[src/pkg/relay_logic_map.vh]
// Register offsets, field positions, reset values, opcodes and timing for the logic engine.
`ifndef RELAY_LOGIC_MAP_VH
`define RELAY_LOGIC_MAP_VH

// Register byte offsets.
`define REG_CTRL 8'h00
`define REG_ALARM_DELAY 8'h04
`define REG_RECALL_TIME 8'h08
`define REG_SBO_TIMEOUT 8'h0c
`define REG_VIRT_IN 8'h10
`define REG_STATUS 8'h14
`define REG_VIRT_OUT 8'h18
`define REG_FLAGS_LO 8'h1c
`define REG_FLAGS_HI 8'h20
`define REG_PROG_ADDR 8'h24
`define REG_PROG_DATA 8'h28
`define REG_ANA0_SET 8'h2c
`define REG_ANA1_SET 8'h30
`define REG_ELEM_TIME 8'h34
`define REG_CNT_SET 8'h38
`define REG_DIG_SEL 8'h3c
`define REG_EQ_TIME 8'h40
`define REG_COUNT 8'h44

// Control register fields, then the direction bit of the analog set registers.
`define CTRL_BRK_EN 0
`define CTRL_PB_EN 1
`define CTRL_ONE_POLE 2
`define CTRL_MAN_CLOSE 3
`define CTRL_DESELECT 4
`define CTRL_RUN 5
`define CTRL_CNT_CLR 6
`define CTRL_BLK0 7
`define CTRL_BLK1 8
`define ANA_DIR_BIT 16

// Reset values.
`define SBO_TIMEOUT_RST 6'h1e

// Status register fields.
`define ST_CLOSED 0
`define ST_DISAGREE 1
`define ST_RECALL 2
`define ST_SELECTED 3
`define ST_RATE_OK 4

// Equation opcodes in bits 15:12 of an instruction.
`define OPC_END 4'h0
`define OPC_LOAD 4'h1
`define OPC_AND 4'h2
`define OPC_OR 4'h3
`define OPC_XOR 4'h4
`define OPC_NOT 4'h5
`define OPC_TIMER 4'h6
`define OPC_LATCH 4'h7
`define OPC_STORE 4'h8

// Operand index bases.
`define OPD_CIN_ON 6'h02
`define OPD_CIN_OFF 6'h06
`define OPD_VIN 6'h28
`define OPD_RIN 6'h30
`define OPD_VOUT 6'h38

// Timing.
`define CLK_PERIOD_NS 5
`define MS_NS 1000000
`define MS_CYCLES (`MS_NS / `CLK_PERIOD_NS)
`define MS_PER_S 1000
`define MIN_PASSES 4

`endif

[src/rtl/relay_logic_equation_engine.v]
// Programmable relay logic engine with operand flags, element timers and breaker control timers.
`timescale 1ns/10ps
`include "relay_logic_map.vh"
module relay_logic_equation_engine #(
  parameter MS_CYCLES = `MS_CYCLES
) (
  // Clock and reset.
  input wire clk,
  input wire resetn,
  // Register port.
  input wire [7:0] regAddr,
  input wire [31:0] regWrData,
  input wire regWr,
  input wire regRd,
  output reg [31:0] regRdData,
  // Pins from the field.
  input wire [3:0] contIn,
  input wire [1:0] contVoltSense,
  input wire [1:0] contCurSense,
  input wire selectButton,
  // Same-domain element and link inputs.
  input wire [15:0] anaValue0,
  input wire [15:0] anaValue1,
  input wire sysCycleTick,
  input wire [7:0] remoteIn,
  // Outputs.
  output reg [7:0] virtOut,
  output reg breakerClosed,
  output reg poleDisagree,
  output reg recallActive,
  output reg breakerSelected
);

  localparam [2:0] ST_IDLE = 3'b001;
  localparam [2:0] ST_FETCH = 3'b010;
  localparam [2:0] ST_EXEC = 3'b100;

  reg [8:0] ctrl;
  reg [31:0] alarmDelay;
  reg [31:0] recallTime;
  reg [5:0] sboTimeout;
  reg [7:0] virtIn;
  reg [5:0] progAddr;
  reg [16:0] anaSet0;
  reg [16:0] anaSet1;
  reg [31:0] elemTime;
  reg [15:0] cntSet;
  reg [15:0] digSel;
  reg [15:0] eqTime;
  reg [15:0] pulseCount;
  reg prevCount;
  reg [31:0] msCount;
  reg msTick;
  reg [9:0] secCount;
  reg secTick;
  reg [31:0] alarmCount;
  reg [31:0] recallCount;
  reg [5:0] sboCount;
  reg prevSelect;
  reg [1:0] digPick;
  reg [2:0] state;
  reg [5:0] pc;
  reg acc;
  reg [1:0] latchQ;
  reg [1:0] eqTimerIn;
  reg passDone;
  reg [7:0] passCount;
  reg [7:0] lastPasses;
  wire [15:0] inst;
  wire [3:0] instOp = inst[15:12];
  wire [7:0] instArg = inst[7:0];
  wire [63:0] opVec;
  wire operand;
  wire [8:0] pinStable;
  wire [3:0] elemPick;
  wire [3:0] elemOp;
  wire [1:0] eqTimerOut;
  wire [1:0] anaPick;
  wire progWr = regWr && (regAddr == `REG_PROG_DATA);
  wire ctrlWr = regWr && (regAddr == `REG_CTRL);
  wire manualCloseCmd = ctrlWr && regWrData[`CTRL_MAN_CLOSE];
  wire deselectCmd = ctrlWr && regWrData[`CTRL_DESELECT];
  wire countClearCmd = ctrlWr && regWrData[`CTRL_CNT_CLR];
  wire [2:0] poles = pinStable[2:0];
  wire onePole = ctrl[`CTRL_ONE_POLE];
  wire brkEn = ctrl[`CTRL_BRK_EN];
  wire selectPress = pinStable[8] && !prevSelect;
  genvar g;

  // Field pins pass three flops; a new level is taken once the last two agree.
  wire [8:0] pinRaw = {selectButton, contCurSense, contVoltSense, contIn};
  generate
    for (g = 0; g < 9; g = g + 1) begin : g_sync
      reg s1;
      reg s2;
      reg s3;
      reg stable;
      always @(posedge clk or negedge resetn) begin
        if (!resetn) begin
          s1 <= 1'b0;
          s2 <= 1'b0;
          s3 <= 1'b0;
          stable <= 1'b0;
        end else begin
          s1 <= pinRaw[g];
          s2 <= s1;
          s3 <= s2;
          if (s2 == s3) begin
            stable <= s3;
          end
        end
      end
      assign pinStable[g] = stable;
    end
  endgenerate

  // Analog comparators; a forced block suppresses pickup.
  assign anaPick[0] = !ctrl[`CTRL_BLK0] && (anaSet0[`ANA_DIR_BIT] ?
    (anaValue0 < anaSet0[15:0]) : (anaValue0 > anaSet0[15:0]));
  assign anaPick[1] = !ctrl[`CTRL_BLK1] && (anaSet1[`ANA_DIR_BIT] ?
    (anaValue1 < anaSet1[15:0]) : (anaValue1 > anaSet1[15:0]));
  assign elemPick = {digPick, anaPick};

  // Pickup/reset timers shared in form by analog and digital elements, in ms steps.
  generate
    for (g = 0; g < 4; g = g + 1) begin : g_elem
      reg [15:0] tcnt;
      reg op;
      always @(posedge clk or negedge resetn) begin
        if (!resetn) begin
          tcnt <= 16'h0;
          op <= 1'b0;
        end else if (elemPick[g] == op) begin
          tcnt <= 16'h0;
        end else if (msTick) begin
          if (tcnt >= (op ? elemTime[31:16] : elemTime[15:0])) begin
            op <= elemPick[g];
            tcnt <= 16'h0;
          end else begin
            tcnt <= tcnt + 16'h1;
          end
        end
      end
      assign elemOp[g] = op;
    end
  endgenerate

  // Equation on-delay timers run continuously on the level the last pass gave them.
  generate
    for (g = 0; g < 2; g = g + 1) begin : g_eqtmr
      reg [15:0] tcnt;
      always @(posedge clk or negedge resetn) begin
        if (!resetn) begin
          tcnt <= 16'h0;
        end else if (!eqTimerIn[g]) begin
          tcnt <= 16'h0;
        end else if (msTick && tcnt < eqTime) begin
          tcnt <= tcnt + 16'h1;
        end
      end
      assign eqTimerOut[g] = eqTimerIn[g] && (tcnt >= eqTime);
    end
  endgenerate

  // Operand space: every flag is one bit, one meaning set.
  assign opVec[1:0] = 2'b10;
  assign opVec[5:2] = pinStable[3:0];
  assign opVec[9:6] = ~pinStable[3:0];
  assign opVec[13:10] = {~pinStable[6], pinStable[6], ~pinStable[4], pinStable[4]};
  assign opVec[17:14] = {~pinStable[7], pinStable[7], ~pinStable[5], pinStable[5]};
  assign opVec[21:18] = {ctrl[`CTRL_BLK0], elemOp[0], ~anaPick[0], anaPick[0]};
  assign opVec[25:22] = {ctrl[`CTRL_BLK1], elemOp[1], ~anaPick[1], anaPick[1]};
  assign opVec[28:26] = {elemOp[2], ~digPick[0], digPick[0]};
  assign opVec[31:29] = {elemOp[3], ~digPick[1], digPick[1]};
  assign opVec[34:32] = {pulseCount < cntSet, pulseCount == cntSet,
    pulseCount > cntSet};
  assign opVec[38:35] = {breakerClosed, breakerSelected, recallActive, poleDisagree};
  assign opVec[39] = 1'b0;
  assign opVec[47:40] = virtIn;
  assign opVec[55:48] = remoteIn;
  assign opVec[63:56] = virtOut;
  assign operand = (instArg[7:6] == 2'b00) ? opVec[instArg[5:0]] : 1'b0;

  // Digital element inputs are registered to keep the operand mux free of loops.
  always @(posedge clk or negedge resetn) begin
    if (!resetn) begin
      digPick <= 2'b00;
    end else begin
      digPick[0] <= opVec[digSel[5:0]];
      digPick[1] <= opVec[digSel[13:8]];
    end
  end

  // Pulse counter on contact input 3 rising edges.
  always @(posedge clk or negedge resetn) begin
    if (!resetn) begin
      pulseCount <= 16'h0;
      prevCount <= 1'b0;
    end else begin
      prevCount <= pinStable[3];
      if (pinStable[3] && !prevCount && pulseCount != 16'hffff) begin
        pulseCount <= pulseCount + 16'h1;
      end else if (countClearCmd) begin
        pulseCount <= 16'h0;
      end
    end
  end

  // Millisecond and second ticks for every timer in the block.
  always @(posedge clk or negedge resetn) begin
    if (!resetn) begin
      msCount <= 32'h0;
      msTick <= 1'b0;
      secCount <= 10'h0;
      secTick <= 1'b0;
    end else begin
      msTick <= (msCount == MS_CYCLES - 1);
      secTick <= 1'b0;
      if (msCount == MS_CYCLES - 1) begin
        msCount <= 32'h0;
      end else begin
        msCount <= msCount + 32'h1;
      end
      if (msTick) begin
        if (secCount == `MS_PER_S - 1) begin
          secCount <= 10'h0;
          secTick <= 1'b1;
        end else begin
          secCount <= secCount + 10'h1;
        end
      end
    end
  end

  // Breaker position, pole disagreement and manual close recall.
  always @(posedge clk or negedge resetn) begin
    if (!resetn) begin
      breakerClosed <= 1'b0;
      poleDisagree <= 1'b0;
      alarmCount <= 32'h0;
      recallCount <= 32'h0;
      recallActive <= 1'b0;
    end else begin
      breakerClosed <= onePole ? (&poles) : poles[0];
      if (!brkEn || !onePole || (&poles) || !(|poles)) begin
        alarmCount <= 32'h0;
        poleDisagree <= 1'b0;
      end else if (alarmCount >= alarmDelay) begin
        poleDisagree <= 1'b1;
      end else if (msTick) begin
        alarmCount <= alarmCount + 32'h1;
      end
      if (manualCloseCmd && brkEn) begin
        recallCount <= recallTime;
        recallActive <= 1'b1;
      end else if (recallActive && msTick) begin
        if (recallCount == 32'h0) begin
          recallActive <= 1'b0;
        end else begin
          recallCount <= recallCount - 32'h1;
        end
      end
    end
  end

  // Select-before-operate; a new press wins over a same-cycle deselect.
  always @(posedge clk or negedge resetn) begin
    if (!resetn) begin
      breakerSelected <= 1'b0;
      sboCount <= 6'h0;
      prevSelect <= 1'b0;
    end else begin
      prevSelect <= pinStable[8];
      if (selectPress && brkEn) begin
        breakerSelected <= 1'b1;
        sboCount <= sboTimeout;
      end else if (deselectCmd) begin
        breakerSelected <= 1'b0;
      end else if (breakerSelected && secTick && ctrl[`CTRL_PB_EN]) begin
        if (sboCount <= 6'h1) begin
          breakerSelected <= 1'b0;
        end
        sboCount <= sboCount - 6'h1;
      end
    end
  end

  equation_store u_store (
    .clk(clk),
    .wrEn(progWr),
    .wrAddr(progAddr),
    .wrData(regWrData[15:0]),
    .rdAddr(pc),
    .rdData(inst)
  );

  // Sequencer: one instruction every two cycles, passes restart after one idle cycle.
  always @(posedge clk or negedge resetn) begin
    if (!resetn) begin
      state <= ST_IDLE;
      pc <= 6'h0;
      acc <= 1'b0;
      virtOut <= 8'h0;
      latchQ <= 2'b00;
      eqTimerIn <= 2'b00;
      passDone <= 1'b0;
    end else begin
      passDone <= 1'b0;
      case (state)
        ST_IDLE: begin
          pc <= 6'h0;
          acc <= 1'b0;
          if (ctrl[`CTRL_RUN]) begin
            state <= ST_FETCH;
          end
        end
        ST_FETCH: begin
          state <= ST_EXEC;
        end
        ST_EXEC: begin
          pc <= pc + 6'h1;
          state <= (pc == 6'h3f) ? ST_IDLE : ST_FETCH;
          passDone <= (pc == 6'h3f) || (instOp == `OPC_END) || (instOp > `OPC_STORE);
          case (instOp)
            `OPC_LOAD: acc <= operand;
            `OPC_AND: acc <= acc & operand;
            `OPC_OR: acc <= acc | operand;
            `OPC_XOR: acc <= acc ^ operand;
            `OPC_NOT: acc <= ~acc;
            `OPC_TIMER: begin
              eqTimerIn[instArg[6]] <= acc;
              acc <= eqTimerOut[instArg[6]];
            end
            `OPC_LATCH: begin
              latchQ[inst[8]] <= (latchQ[inst[8]] | acc) & ~operand;
              acc <= (latchQ[inst[8]] | acc) & ~operand;
            end
            `OPC_STORE: virtOut[instArg[2:0]] <= acc;
            default: state <= ST_IDLE;
          endcase
        end
        default: state <= ST_IDLE;
      endcase
    end
  end

  // Pass rate per power cycle; the engine needs at most 129 cycles per pass.
  always @(posedge clk or negedge resetn) begin
    if (!resetn) begin
      passCount <= 8'h0;
      lastPasses <= 8'h0;
    end else if (sysCycleTick) begin
      lastPasses <= passCount;
      passCount <= {7'h0, passDone};
    end else if (passDone && passCount != 8'hff) begin
      passCount <= passCount + 8'h1;
    end
  end

  // Register writes.
  always @(posedge clk or negedge resetn) begin
    if (!resetn) begin
      ctrl <= 9'h0;
      alarmDelay <= 32'h0;
      recallTime <= 32'h0;
      sboTimeout <= `SBO_TIMEOUT_RST;
      virtIn <= 8'h0;
      progAddr <= 6'h0;
      anaSet0 <= 17'h0;
      anaSet1 <= 17'h0;
      elemTime <= 32'h0;
      cntSet <= 16'h0;
      digSel <= 16'h0;
      eqTime <= 16'h0;
    end else if (regWr) begin
      if (regAddr == `REG_CTRL) begin
        ctrl <= regWrData[8:0] & 9'h1a7;
      end else if (regAddr == `REG_ALARM_DELAY) begin
        alarmDelay <= regWrData;
      end else if (regAddr == `REG_RECALL_TIME) begin
        recallTime <= regWrData;
      end else if (regAddr == `REG_SBO_TIMEOUT) begin
        sboTimeout <= regWrData[5:0];
      end else if (regAddr == `REG_VIRT_IN) begin
        virtIn <= regWrData[7:0];
      end else if (regAddr == `REG_PROG_ADDR) begin
        progAddr <= regWrData[5:0];
      end else if (regAddr == `REG_PROG_DATA) begin
        progAddr <= progAddr + 6'h1;
      end else if (regAddr == `REG_ANA0_SET) begin
        anaSet0 <= regWrData[16:0];
      end else if (regAddr == `REG_ANA1_SET) begin
        anaSet1 <= regWrData[16:0];
      end else if (regAddr == `REG_ELEM_TIME) begin
        elemTime <= regWrData;
      end else if (regAddr == `REG_CNT_SET) begin
        cntSet <= regWrData[15:0];
      end else if (regAddr == `REG_DIG_SEL) begin
        digSel <= regWrData[15:0] & 16'h3f3f;
      end else if (regAddr == `REG_EQ_TIME) begin
        eqTime <= regWrData[15:0];
      end
    end
  end

  // Register reads, answered in the cycle after the strobe; unmapped reads return zero.
  always @(posedge clk or negedge resetn) begin
    if (!resetn) begin
      regRdData <= 32'h0;
    end else if (!regRd) begin
      regRdData <= 32'h0;
    end else if (regAddr == `REG_CTRL) begin
      regRdData <= {23'h0, ctrl};
    end else if (regAddr == `REG_ALARM_DELAY) begin
      regRdData <= alarmDelay;
    end else if (regAddr == `REG_RECALL_TIME) begin
      regRdData <= recallTime;
    end else if (regAddr == `REG_SBO_TIMEOUT) begin
      regRdData <= {26'h0, sboTimeout};
    end else if (regAddr == `REG_VIRT_IN) begin
      regRdData <= {24'h0, virtIn};
    end else if (regAddr == `REG_STATUS) begin
      regRdData <= {16'h0, lastPasses, 3'h0, (lastPasses >= `MIN_PASSES), breakerSelected,
        recallActive, poleDisagree, breakerClosed};
    end else if (regAddr == `REG_VIRT_OUT) begin
      regRdData <= {24'h0, virtOut};
    end else if (regAddr == `REG_FLAGS_LO) begin
      regRdData <= opVec[31:0];
    end else if (regAddr == `REG_FLAGS_HI) begin
      regRdData <= opVec[63:32];
    end else if (regAddr == `REG_PROG_ADDR) begin
      regRdData <= {26'h0, progAddr};
    end else if (regAddr == `REG_ANA0_SET) begin
      regRdData <= {15'h0, anaSet0};
    end else if (regAddr == `REG_ANA1_SET) begin
      regRdData <= {15'h0, anaSet1};
    end else if (regAddr == `REG_ELEM_TIME) begin
      regRdData <= elemTime;
    end else if (regAddr == `REG_CNT_SET) begin
      regRdData <= {16'h0, cntSet};
    end else if (regAddr == `REG_DIG_SEL) begin
      regRdData <= {16'h0, digSel};
    end else if (regAddr == `REG_EQ_TIME) begin
      regRdData <= {16'h0, eqTime};
    end else if (regAddr == `REG_COUNT) begin
      regRdData <= {16'h0, pulseCount};
    end else begin
      regRdData <= 32'h0;
    end
  end

endmodule // relay_logic_equation_engine

[src/rtl/equation_store.v]
// Program memory holding the equation instructions, registered read.
`timescale 1ns/10ps
module equation_store (
  // Clock.
  input wire clk,
  // Write port.
  input wire wrEn,
  input wire [5:0] wrAddr,
  input wire [15:0] wrData,
  // Read port.
  input wire [5:0] rdAddr,
  output reg [15:0] rdData
);

  reg [15:0] mem [0:63];

  // Memory has no reset; software loads the program before enabling evaluation.
  always @(posedge clk) begin
    if (wrEn) begin
      mem[wrAddr] <= wrData;
    end
    rdData <= mem[rdAddr];
  end

endmodule // equation_store

[config.mk]
export PLATFORM = sky130hd
export DESIGN_NAME = relay_logic_equation_engine
export DESIGN_NICKNAME = d
export VERILOG_FILES = /design/src/rtl/relay_logic_equation_engine.v /design/src/rtl/equation_store.v
export VERILOG_INCLUDE_DIRS = /design/src /design/src/pkg
export SDC_FILE = /design/constraint.sdc
export NUM_CORES = 2
export LEC_CHECK = 0
export ABC_AREA = 1
export BUFFER_PORTS_ARGS = -buffer_cell sky130_fd_sc_hd__clkbuf_2
export CAP_MARGIN = 25
export CORE_ASPECT_RATIO = 0.9
export CORE_MARGIN = 3
export CORE_UTILIZATION = 48
export DETAILED_ROUTE_END_ITERATION = 8
export PLACE_DENSITY = 0.63
export REMOVE_ABC_BUFFERS = 1
export SETUP_SLACK_MARGIN = 0.15
export SLEW_MARGIN = 30
export SYNTH_ARGS = -nofsm -noshare
export SYNTH_HDL_FRONTEND = slang
export SYNTH_HIERARCHICAL = 1
export SYNTH_SLANG_ARGS = --single-unit
[constraint.sdc]
create_clock -name clk -period 3.9 [get_ports clk]
set_clock_uncertainty 0.15 [all_clocks]
set_input_delay 0 -clock clk [delete_from_list [all_inputs] [get_ports clk]]
set_output_delay 0 -clock clk [all_outputs]
set_load 0.03 [all_outputs]
==> run metrics <==
R2R Path Start=pulseCount[1]; row count=approximately 130; Vias per Instance=between 5 and 6; met3 Use GR=around 6.3%; Area Overhead vs Synth=13.3%; H-tree depth=4; CTS Buffer Depth=3; Slew HR=between 30% and 40%; first-pass GRT wire length=between 300,000 and 400,000 µm; Setup WS pre-CTS=roughly 390 ps; layout cells sized above 1=under 10%; CP startpoint kind=input pin; Max-Cap Viols=0; worst setup path startpoint=regAddr[7]; hpwl dp=roughly 150,000 µm; clk_lat worst skew=about 800 ps; clk slew on worst S/H paths=around 50 ps; clock sink total=1,390; run status=complete, no violations; initial antenna violation count=19; Pre-Repair DR Iteration Count=7; via count=53,686; final hold slack=101 ps; Fin. Hold Viols=0; Die ar.=roughly 0.14 mm²; DRT iter0 DRCs=6,823; post-route cell area=between 0.07 and 0.08 mm²; GR Overflow Total=0; Final setup viols=0; Final min period=around 3700 ps; crit path to=regRdData[8]; Syn Area/Cell=between 9 and 10 µm²; pin count of the biggest net entering global routing=between 150 and 200; PD cells=slightly above 500 mW/mm²; RR Endpoint=acc; Leak Pwr=between 30 and 40 nW; unrepaired setup endpoints after global routing=yes; clk root buf=clkbuf_16; worst setup path class=input pin to flop; IO Port Bufs=approximately 140; placed cells=roughly 8,900; initial core utilization=about 49%; Crit path arrival time=roughly 4200 ps; drt total wl=217,000 µm; Max Slew Vio Count=0; FF+latch area=roughly 0.039 mm²; core area=about 0.14 mm²; Setup WS post-layout=roughly 240 ps; Non-Filler Instances=~9,300; worst path required time=between 4000 and 5000 ps; f_max=~270 MHz; gpl congestion=1.00; VDD IR max=roughly 0.0005 V; Mapped Area=0.0671 mm²; post-route ant nets=0; GRT Max-Usage Layer=met1; CP Max Fanout=14; met1 usage=between 40% and 50%; placed instance area=0.0700 mm²; I/O pin count=~140; nets=7,624; CTS Buf Count=148; CTS tree=done; GRT Util Overall=between 20% and 30%; WL/cell=approximately 23 µm; vias in the first global route=between 40,000 and 50,000; R2R depth=22; Filler cells=approximately 12,000; area of the multi-input gates=about 0.024 mm²; met2 GRT Util=a little over two fifths; drc violations=0; Die X=around 400 µm; Yosys Warn Count=6; FF-to-FF setup slack=around 350 ps; Die Span Y=~360 µm; Slew @ Worst Pin=between 1000 and 1500 ps; final worst path period share=between 90% and 100%; Mapped Cells=between 7,000 and 8,000; HP Class=input pin to flop; crit end category=flop
-- worst max-delay path: stages --
cell and delay [ps]:
dlygate4sd3_1 560, clkbuf_2 120, nor2_1 70, dlygate4sd3_1 550, inv_1 70, nor3_1 200, dlygate4sd3_1 650, inv_1 100
nor2_2 530, clkinvlp_4 180, buf_4 230, o21ai_0 260, o21ai_0 130, o21ai_0 420, inv_1 90
-- timing repair --
item / CTS / global route
setup buffers: 0 / 2
endpoints found under the hold margin: 1507 / 0
hold buffers: 100 / 0
endpoints found under the setup margin: 0 / 6
resized for setup: 0 / 3
-- per-layer routing --
layer  routed length, µm  up-vias
met5                 109        -
met1               94300    25924
met4                7150       12
met2               92500     2617
li1                    -    24717
met3               22800      416
-- worst min-delay path by stage --
stage / startpoint / endpoint / cells after the start
floorplan: resetn / acc / 0
global placement: resetn / g_sync[1].s1 / 1
detailed placement: resetn / g_sync[1].s1 / 1
CTS: anaValue1[15] / g_elem[1].op / 10
global route: regWrData[2] / u_store/mem[40][2] / 2
finish: regWrData[2] / u_store/mem[40][2] / 2
-- through the flow --
step                      TNS [ps]  total power [mW]  utilization [%]
after floorplan            -125900              20.8                -
after global placement           0              23.8             50.6
after detailed placement         0              23.8             50.6
after CTS                        0              38.4             55.0
after global routing             0              39.8             55.0
final                            0              38.3             55.0
-- sequential cells by signal (all words and copies together) (netlist names), 9 cells and up --
signal and flops:
regRdData 32, digSel 12, alarmCount 32, g_sync.stable 9, g_sync.s1 9, g_sync.s2 9, pulseCount 16, alarmDelay 32
secCount 10, recallCount 32, elemTime 32, msCount 32, eqTime 16, g_sync.s3 9, g_elem.tcnt 64, cntSet 16
recallTime 32, g_eqtmr.tcnt 32, u_store/mem 832, anaSet0 17, u_store/rdData 13, anaSet1 17
-- cell usage in the layout, fill, tap and decap left out, types with 9 or more instances in the layout --
cell and n:
clkbuf_8 12, bufinv_16 14, clkbuf_1 37, o211ai_1 27, edfxtp_1 832, o22ai_1 75, nor4_1 35, dfxtp_1 13
o21ai_0 526, dlygate4sd3_1 99, buf_4 189, a21oi_1 234, a22oi_1 17, ha_1 194, nor2_1 312, clkbuf_16 152
clkbuf_2 133, nor2_2 11, nor3_1 111, a211oi_1 11, a221oi_1 13, buf_12 24, nand2_1 1916, o2111ai_1 10
a31oi_1 22, xor2_1 105, dfrtp_1 536, clkinv_1 26, xnor2_1 28, inv_1 590, nand3_1 878, clkinv_2 14
maj3_1 9, o21a_1 9, inv_2 10, o221ai_1 35, nand4_1 62
-- where the power goes --
part / switching, mW / leakage (nW) / internal [mW]
clock: 6.10 / 2.40 / 8.39
sequential: 0.487 / 14.8 / 16.0
combinational: 5.17 / 13.6 / 2.15
-- area by class of cell --
type                    instances  area share [%]
flip-flops and latches       1390            51.2
multi-input cells            4736            31.4
clock buffers                 201            5.41
repair buffers                450            4.75
inverters                     610            3.04
well taps                    1834            3.02
clock inverters                68            1.13
diodes                          5          0.0165
(Power assumes the default switching activity.)
